--- src/logic/psk_pkg.sv ---
// Shared constants and carriers for the subscriber-side session key controller
`default_nettype none

package psk_pkg;

  // ----------------------------------------
  // Sizes
  // ----------------------------------------
  localparam int ENT_N = 4;
  localparam int EW = 2;
  localparam int KEY_W = 128;
  localparam int LLID_W = 16;
  localparam int SEQ_W = 64;
  localparam int CH_W = 8;
  localparam int IV_PAD_W = KEY_W - SEQ_W - LLID_W - CH_W;
  localparam int ADDR_W = 4;
  localparam int KWORDS = 4;

  // ----------------------------------------
  // Register word addresses
  // ----------------------------------------
  localparam logic [ADDR_W-1:0] REG_CTRL = 4'h0;
  localparam logic [ADDR_W-1:0] REG_KEY0 = 4'h4;
  localparam logic [ADDR_W-1:0] REG_CMD = 4'h8;
  localparam logic [ADDR_W-1:0] REG_STAT = 4'h9;
  localparam logic [ADDR_W-1:0] REG_MCAST = 4'ha;
  localparam logic [ADDR_W-1:0] REG_ACK = 4'hb;

  // ----------------------------------------
  // Field positions and reset values
  // ----------------------------------------
  localparam int CTRL_FORCE_BIT = 0;
  localparam int CTRL_FVAL_BIT = 1;
  localparam int CMD_ENT_LSB = 0;
  localparam int CMD_HOLD_BIT = 4;
  localparam logic [1:0] CTRL_RST = 2'h0;
  localparam logic [ENT_N-1:0] MCAST_RST = 4'h0;
  localparam logic [1:0] ACK_MAX = 2'h1;

  // ----------------------------------------
  // Header carriers
  // ----------------------------------------
  typedef struct packed {
    logic valid;
    logic cipher_on_flag;
    logic key_slot_field;
    logic [LLID_W-1:0] llid;
    logic [CH_W-1:0] ch;
    logic [SEQ_W-1:0] seq;
  } psk_rx_hdr_t;

  typedef struct packed {
    logic valid;
    logic cipher_on_flag;
    logic key_slot_field;
    logic [LLID_W-1:0] llid;
    logic [KEY_W-1:0] key;
  } psk_tx_hdr_t;

endpackage

`default_nettype wire

--- src/logic/psk_key_ctrl.sv ---
// Subscriber-side session key store, activation and header signalling
// ----------------------------------------
// ----------------------------------------
//
// The plain strobed port and the placing of the registers were left to the implementer.
`timescale 1ns/100ps
`default_nettype none

module psk_key_ctrl
  import psk_pkg::*;
(
  input wire logic i_ref_clk,
  input wire logic i_rstn,
  input wire logic [ADDR_W-1:0] i_addr,
  input wire logic [31:0] i_wdata,
  input wire logic i_wr,
  input wire logic i_rd,
  output logic [31:0] o_rdata,
  input wire psk_rx_hdr_t i_rx_hdr,
  output logic o_rx_valid,
  output logic [KEY_W-1:0] o_rx_key,
  output logic [KEY_W-1:0] o_rx_iv,
  input wire logic i_tx_req,
  input wire logic [LLID_W-1:0] i_tx_llid,
  output psk_tx_hdr_t o_tx_hdr,
  output logic o_ack_valid,
  output logic o_ack_ok,
  output logic [1:0] o_ack_cnt
);

  // ----------------------------------------
  // State
  // ----------------------------------------
  // Two keys per entity, index {entity, slot}
  logic [KEY_W-1:0] key_mem [ENT_N*2];
  logic [KEY_W-1:0] kbuf_reg;
  logic [KWORDS-1:0] kseen_reg;
  logic [ENT_N-1:0] cur_slot_reg;
  logic [ENT_N-1:0] tx_slot_reg;
  logic [ENT_N-1:0] tx_pend_reg;
  logic [ENT_N-1:0] rx_enc_reg;
  logic [ENT_N-1:0] mcast_reg;
  logic [1:0] ctrl_reg;
  logic [1:0] acc_cnt_reg;
  logic acc_ok_reg;

  // ----------------------------------------
  // Decode
  // ----------------------------------------
  logic cmd;
  logic cmd_ok;
  logic cmd_final;
  logic [EW-1:0] cmd_ent;
  logic [EW-1:0] rx_ent;
  logic [EW-1:0] tx_ent;
  logic rx_switch;
  logic tx_on;
  logic tx_slot;

  // Command strobe and its fields
  assign cmd = i_wr && (i_addr == REG_CMD);
  assign cmd_ent = i_wdata[CMD_ENT_LSB +: EW];
  // A key is usable only once all four of its words came in
  assign cmd_ok = &kseen_reg;
  // At most two installs share one response, as for paired key actions
  assign cmd_final = !i_wdata[CMD_HOLD_BIT] || (acc_cnt_reg == ACK_MAX);

  // Entity is taken from the low LLID bits
  assign rx_ent = i_rx_hdr.llid[EW-1:0];
  assign tx_ent = i_tx_llid[EW-1:0];

  // Received index differs from the active one
  assign rx_switch = i_rx_hdr.valid && i_rx_hdr.cipher_on_flag
    && (i_rx_hdr.key_slot_field != cur_slot_reg[rx_ent]);

  // Group keys are never used upstream
  assign tx_on = !mcast_reg[tx_ent] && (ctrl_reg[CTRL_FORCE_BIT]
    ? ctrl_reg[CTRL_FVAL_BIT] : rx_enc_reg[tx_ent]);
  // Pending toggle lands on the very next upstream header only
  assign tx_slot = tx_slot_reg[tx_ent] ^ tx_pend_reg[tx_ent];

  // ----------------------------------------
  // Software registers
  // ----------------------------------------
  // Control and group-membership mask
  always_ff @(posedge i_ref_clk or negedge i_rstn)
  begin
    if (!i_rstn)
    begin
      ctrl_reg <= CTRL_RST;
      mcast_reg <= MCAST_RST;
    end
    else if (i_wr)
    begin
      if (i_addr == REG_CTRL)
        ctrl_reg <= i_wdata[1:0];
      if (i_addr == REG_MCAST)
        mcast_reg <= i_wdata[ENT_N-1:0];
    end
  end

  // Key words staged before an install command
  genvar gw;
  generate
    for (gw = 0; gw < KWORDS; gw++)
    begin : g_kword
      always_ff @(posedge i_ref_clk or negedge i_rstn)
      begin
        if (!i_rstn)
        begin
          kbuf_reg[gw*32 +: 32] <= 32'h0;
          kseen_reg[gw] <= 1'b0;
        end
        else if (i_wr && (i_addr == REG_KEY0 + ADDR_W'(gw)))
        begin
          kbuf_reg[gw*32 +: 32] <= i_wdata;
          kseen_reg[gw] <= 1'b1;
        end
        else if (cmd)
          kseen_reg[gw] <= 1'b0;
      end
    end
  endgenerate

  // Read data stands only in the cycle after the strobe
  always_ff @(posedge i_ref_clk or negedge i_rstn)
  begin
    if (!i_rstn)
      o_rdata <= 32'h0;
    else if (i_rd)
    begin
      case (i_addr)
        REG_CTRL: o_rdata <= {30'h0, ctrl_reg};
        REG_STAT: o_rdata <= {16'h0, rx_enc_reg, tx_pend_reg,
                              tx_slot_reg, cur_slot_reg};
        REG_MCAST: o_rdata <= {28'h0, mcast_reg};
        REG_ACK: o_rdata <= {25'h0, acc_ok_reg, acc_cnt_reg, kseen_reg};
        default: o_rdata <= 32'h0;
      endcase
    end
    else
      o_rdata <= 32'h0;
  end

  // ----------------------------------------
  // Key install
  // ----------------------------------------
  // Fresh key lands beside the key in use; no reset on the array.
  // Installing while a switch lands the same cycle hits the newly active slot.
  // One command installs for one entity only; there is no group-wide write
  always_ff @(posedge i_ref_clk)
  begin
    if (cmd && cmd_ok)
      key_mem[{cmd_ent, ~cur_slot_reg[cmd_ent]}] <= kbuf_reg;
  end

  // Each install is answered; held installs share one reply
  always_ff @(posedge i_ref_clk or negedge i_rstn)
  begin
    if (!i_rstn)
    begin
      acc_cnt_reg <= 2'h0;
      acc_ok_reg <= 1'b1;
      o_ack_valid <= 1'b0;
      o_ack_ok <= 1'b0;
      o_ack_cnt <= 2'h0;
    end
    else
    begin
      o_ack_valid <= 1'b0;
      if (cmd && cmd_final)
      begin
        o_ack_valid <= 1'b1;
        o_ack_ok <= acc_ok_reg && cmd_ok;
        o_ack_cnt <= acc_cnt_reg + 2'h1;
        acc_cnt_reg <= 2'h0;
        acc_ok_reg <= 1'b1;
      end
      else if (cmd)
      begin
        acc_cnt_reg <= acc_cnt_reg + 2'h1;
        acc_ok_reg <= acc_ok_reg && cmd_ok;
      end
    end
  end

  // ----------------------------------------
  // Decryption key activation
  // ----------------------------------------
  // Runs on every header, apart from the upstream process
  always_ff @(posedge i_ref_clk or negedge i_rstn)
  begin
    if (!i_rstn)
    begin
      cur_slot_reg <= '0;
      rx_enc_reg <= '0;
    end
    else if (i_rx_hdr.valid)
    begin
      rx_enc_reg[rx_ent] <= i_rx_hdr.cipher_on_flag;
      if (rx_switch)
        cur_slot_reg[rx_ent] <= ~cur_slot_reg[rx_ent];
    end
  end

  // Key and counter handed to the channel decryptor
  // Header index picks the key; the active index merely follows it
  always_ff @(posedge i_ref_clk or negedge i_rstn)
  begin
    if (!i_rstn)
    begin
      o_rx_valid <= 1'b0;
      o_rx_key <= '0;
      o_rx_iv <= '0;
    end
    else
    begin
      o_rx_valid <= i_rx_hdr.valid;
      if (i_rx_hdr.valid)
      begin
        o_rx_key <= key_mem[{rx_ent, i_rx_hdr.key_slot_field}];
        o_rx_iv <= {i_rx_hdr.seq, i_rx_hdr.llid, i_rx_hdr.ch,
                    {IV_PAD_W{1'b0}}};
      end
    end
  end

  // ----------------------------------------
  // Encryption key activation
  // ----------------------------------------
  // Pending toggle per entity; a set beats a same-cycle clear
  genvar ge;
  generate
    for (ge = 0; ge < ENT_N; ge++)
    begin : g_pend
      always_ff @(posedge i_ref_clk or negedge i_rstn)
      begin
        if (!i_rstn)
          tx_pend_reg[ge] <= 1'b0;
        else if (rx_switch && rx_ent == EW'(ge) && !mcast_reg[ge])
          tx_pend_reg[ge] <= 1'b1;
        else if (i_tx_req && tx_ent == EW'(ge))
          tx_pend_reg[ge] <= 1'b0;
      end
    end
  endgenerate

  // Next upstream header carries the toggled index
  always_ff @(posedge i_ref_clk or negedge i_rstn)
  begin
    if (!i_rstn)
      tx_slot_reg <= '0;
    else if (i_tx_req)
      tx_slot_reg[tx_ent] <= tx_slot;
  end

  // Upstream header fields and the key for its payload
  // Group entities never carry a key upstream, whatever the force bit says
  always_ff @(posedge i_ref_clk or negedge i_rstn)
  begin
    if (!i_rstn)
      o_tx_hdr <= '0;
    else
    begin
      o_tx_hdr.valid <= i_tx_req;
      if (i_tx_req)
      begin
        o_tx_hdr.cipher_on_flag <= tx_on;
        o_tx_hdr.key_slot_field <= tx_slot;
        o_tx_hdr.llid <= i_tx_llid;
        o_tx_hdr.key <= tx_on ? key_mem[{tx_ent, tx_slot}] : '0;
      end
    end
  end

endmodule // psk_key_ctrl

`default_nettype wire

--- config.mk ---
export PLATFORM = sky130hd
export DESIGN_NAME = psk_key_ctrl
export DESIGN_NICKNAME = d
export VERILOG_FILES = /design/src/logic/psk_pkg.sv /design/src/logic/psk_key_ctrl.sv
export SDC_FILE = /design/constraint.sdc
export NUM_CORES = 2
export LEC_CHECK = 0
export BUFFER_PORTS_ARGS = -buffer_cell sky130_fd_sc_hd__buf_4
export CAP_MARGIN = 40
export CORE_MARGIN = 3
export CORE_UTILIZATION = 25
export DETAILED_ROUTE_END_ITERATION = 12
export SLEW_MARGIN = 10
export SYNTH_ARGS = -nofsm -noshare
export SYNTH_HDL_FRONTEND = slang
export SYNTH_SLANG_ARGS = --single-unit
--- constraint.sdc ---
create_clock -name i_ref_clk -period 20.7 [get_ports i_ref_clk]
set_clock_uncertainty 0.05 [all_clocks]
set_input_delay 1.035 -clock i_ref_clk [delete_from_list [all_inputs] [get_ports i_ref_clk]]
set_output_delay 1.035 -clock i_ref_clk [all_outputs]
set_load 0.02 [all_outputs]
Word-level counts from Yosys, hierarchy flattened

Memory sizes are Yosys's and may differ from the RTL's. A register that Yosys moved wholly into a read port is not among the register bits.
Index checks and enable logic that the tools add are counted.

Input port bits: 148
Output and inout port bits: 440
Bits in registers: 429
Memory bits (writable): 1,024
Memories kept: 1
Word-level logic and storage cells: 148

Magnitude comparators: 5
$add $sub $neg: 1
Muxes and demuxes: 43
Reduce and logical (&&, ||, !) cells: 49
Equal/unequal tests: 16
Bitwise logic cells: 3

Memories:

| name    | words | bits a word | read ports | clocked after Yosys merged registers in | wr ports | RTL line           | RTL |
|---|---|---|---|---|---|---|---|
| key_mem | 8     | 128         | 2          | 1                                       | 1        | psk_key_ctrl.sv:35 | `logic [KEY_W-1:0] key_mem [ENT_N*2];` |

Operators by type and width:

| kind                                                               | count |
|---|---|
| two-way mux 128 bit                                                | 1 |
| one-hot mux 16 bit (4 select lines)                                | 1 |
| two-way mux 32 bit                                                 | 1 |
| two-way mux 1 bit                                                  | 27 |
| logical AND 1 bit                                                  | 25 |
| nonzero test 2 bit                                                 | 9 |
| == test 4 x 3 -> 1 bit (second input constant)                     | 4 |
| == test 4 bit (second input constant)                              | 4 |
| binary-select mux 1 bit (select 2 bit)                             | 6 |
| bitwise mux 4 bit                                                  | 3 |
| less-than comparator 2 x 3 -> 1 bit (second input constant)        | 3 |
| == test 2 bit (second input constant)                              | 4 |
| zero test 1 bit                                                    | 7 |
| == test 2 x 1 -> 1 bit (second input constant)                     | 3 |
| AND reduction 2 bit                                                | 3 |
| demux 1 bit (select 2 bit)                                         | 2 |
| greater-or-equal comparator 2 x 1 -> 1 bit (second input constant) | 2 |
| zero test 2 bit                                                    | 2 |
| zero test 4 bit                                                    | 1 |
| two-way mux 2 bit                                                  | 2 |
| AND reduction 4 bit                                                | 1 |
| adder 2 x 1 -> 2 bit (second input constant)                       | 1 |
| inverter 1 bit                                                     | 2 |
| logical OR 1 bit                                                   | 1 |
| 2 further kinds                                                    | 2 |

Depth between registers and ports, before layout

Word-level depth: 7
Depth in mapped cells: 8
Depth with buffers taken out: 6

Least setup slack after synthesis

No wires, ideal clock.

Path kind: in2reg
From: input i_addr[3]
To: memory key_mem[1][0] (enable)
Data required time: 19.852 ns
Setup time: 0.798 ns
Setup slack: 8.819 ns
Stages: 4
Path buffers: 0
Arrival: 11.033 ns
Cells stage by stage: nor2b_1 > nand3_1 > nor3_1 > nor3b_1

Longest elaborated chain between the ends: 5

Ends and longest elaborated chain:

| what                                    | RTL line            | RTL |
|---|---|---|
| start, declared                         | psk_key_ctrl.sv:14  | `input wire logic [ADDR_W-1:0] i_addr,` |
| == test 4 bit                           | psk_key_ctrl.sv:61  | `assign cmd = i_wr && (i_addr == REG_CMD);` |
| logical AND 1 bit                       | psk_key_ctrl.sv:61  |  |
| logical AND 1 bit                       | psk_key_ctrl.sv:153 | `if (cmd && cmd_ok)` |
| two-way mux 1 bit                       | psk_key_ctrl.sv:153 |  |
| two-way mux 1 bit (implied by the code) | psk_key_ctrl.sv:154 | `key_mem[{cmd_ent, ~cur_slot_reg[cmd_ent]}] <= kbuf_reg;` |
| end, declared                           | psk_key_ctrl.sv:35  |  |

Every way passes these cells.

Final worst setup path

From: input i_addr[3]
To: memory key_mem[0][26] (enable)

The elaborated chain is that of the path after synthesis.

==> flow_summary.ini <==
[critical_path]
worst_ep_required_time_ps = 21140
cp_common_cell = buf_4
reg2reg_to = key_mem[0][26]
crit_type = in -> reg
worstPathArrival_ps = 5140
crit_start = i_addr[3]
max_stage_delay_ps = 670
critPathTopFamily = simple AND/OR/NAND/NOR gates
rr_worst_depth = 7
start_kind = input pin
crit-reg2reg-launch = kseen_reg[0]
endpoint_kind = flop
path_buf_inv = 5
reg2reg_slack_ps = 16570
cp_max_fo = 31
slowest_stage = and3_4
path_cells = buf_4 > nor2b_1 > nand3_1 > nor3_1 > and3_4 > buf_4 > buf_12 > buf_4 > buf_12

[detailed_routing]
wl_um = 206000
ant_nets = 0
post-route-drc-count = 0
met2_wirelength_um = 104000
top_layer = met4
wl_met1_um = 81800
drt_iter0_markers = 2884
vias = 35600
wire_per_inst_um = 27.0
firstDrtPassIters = 7
drt-vias-per-instance = 4.66
met3_length_um = 14200

[timing]
setup_violations = 0
setup_ws_ps = 16000
hold_viol = 0
rsz0062_at_grt = false
layout_min_cycle_time_ps = 4700
final.setup.tns_ps = 0
relSlewSlack_pct = 28.1
drv_slew = 0
tightest_slew_ps = 1080
fmax_ghz = 0.213
min_period_over_period_pct = 22.7

[place]
dpl.hpwl_um = 133000
port_buffers = 531
dp.cells = 7285
placed_cell_area_um2 = 74300
gp_congestion = 0.791
dp_slack_ps = 15120

[clock_network]
cts_root_buf = clkbuf_16
cts_htree_levels = 4
cts_tree = yes
clockBufferDepth = 3
cts.sinks = 1565
ctsHoldBuffers = 0
postCtsSetupRepairBufs = 0
ctsResizeCount = 0
clock_latency_ps = 820
clk_pin_slew_ps = 50
cts_buffers = 174

[synthesis]
ys.flop_type = edfxtp_1
synth_seq_area_share_pct = 67.4
synthArstFlopShare_pct = 34.6
synthCells = 3398
ys_seq_elements = 1565
synth_edf_count = 1024
yosys_warnings = 0
avgSynthCellArea_um2 = 19.3
ys_types = 44
synthesis.area_um2 = 65700

[layout]
nFillCells = 25400
largest_reg_flops = 1024
drive_gt1_share_pct = 40.5
final_cell_mix = edfxtp_1, buf_4, dfrtp_1
nets = 4115
area_delta_synth_final_pct = 22.2
stdcell_count = 7630
fin_util_pct = 30.8
final_common_cell = edfxtp_1
final_cell_area_um2 = 80300

[flow_run]
drv_cap = 0

[pwr]
ir_drop_mv = 0.187
p_leak_nw = 28.9
power.density_nw_per_um2 = 105

[floorplanning]
die_area_um2 = 269000
io_pins = 588
die_h_um = 519
die_w_um = 519
core_area_um2 = 261000
rows = 187
initial_core_util_pct = 25.2

[global_route]
grt_start_max_net_pins = 137
grt_first_pass_wirelength_um = 288000
grt_pass1_vias = 37000
grt_usage_pct = 15.0
antenna_found_initial = 37
grt-ovfl-total = 0

[min_path]
min_path_type = in -> async

[status]
status = finished clean
## cell type report
class                      instances  area [um2]  share of cell area [%]
sequential                      1565       44300                    55.1
multi-input combinational       1587       20200                    25.2
timing repair buffer             627        5420                    6.75
clock buffer                     236        4790                    5.96
tap                             3496        4370                    5.45
clock inverter                    91        1130                    1.41
inverter                          11        46.3                  0.0576
antenna                           17        42.5                  0.0530
## cell usage after synthesis (27+ instances only)
| master | n | share of area [%] |
|---|---|---|
| a21oi_1 | 128 | 0.97 |
| buf_4 | 64 | 0.73 |
| nor2_1 | 147 | 0.84 |
| mux2_2 | 242 | 4.1 |
| dfrtp_1 | 540 | 21 |
| clkbuf_1 | 116 | 0.66 |
| buf_2 | 83 | 0.63 |
| mux4_2 | 515 | 18 |
| mux2i_1 | 262 | 4.0 |
| buf_1 | 27 | 0.15 |
| edfxtp_1 | 1024 | 47 |
| o2bb2ai_1 | 128 | 1.7 |
## per-layer routing
metal | vias to the layer above | global-route usage [%]
li1 | 14900 | -
met1 | 19200 | 19.0
met2 | 1208 | 25.4
met3 | 282 | 3.22
met4 | 0 | 4.96
met5 | - | 0
## through the flow
stage | power [W] | hold WS (ps)
after detailed placement | 0.00533 | 425
after global placement | 0.00529 | 425
final | 0.00840 | 150
after CTS | 0.00852 | 152
after floorplan | 0.00462 | 408
after global routing | 0.00872 | 160
## cell families (layout without fill, tap and decap cells)
| kind of cell | count (synthesis) | after routing | share of synthesized area, % |
|---|---|---|---|
| other | 1 | 73 | 0.00571 |
| AND/OR/NAND/NOR | 214 | 214 | 1.42 |
| XOR/XNOR | 10 | 10 | 0.145 |
| multiplexers | 1019 | 1019 | 25.8 |
| buffers and inverters | 301 | 965 | 2.24 |
| adder cells (fa/ha/maj) | 1 | 1 | 0.0190 |
| AO/OA/AOI/OAI | 287 | 287 | 2.98 |
| flip-flops | 1565 | 1565 | 67.4 |
## worst max-delay path by stage
stage / end / cells past startpoint
global route: key_mem[0][26] / 9
finish: key_mem[0][26] / 9
detailed placement: key_mem[0][21] / 9
global placement: key_mem[0][21] / 7
floorplan: key_mem[1][0] / 4
CTS: key_mem[0][26] / 9
## report_power, final
part	internal, W	leakage (nW)	switching [W]	total (W)
combinational	0.000533	10.2	0.000758	0.00129
sequential	0.00366	15.9	0.000286	0.00394
clock	0.00183	2.87	0.00133	0.00316
Note: power is estimated with default switching activity, not from simulation.
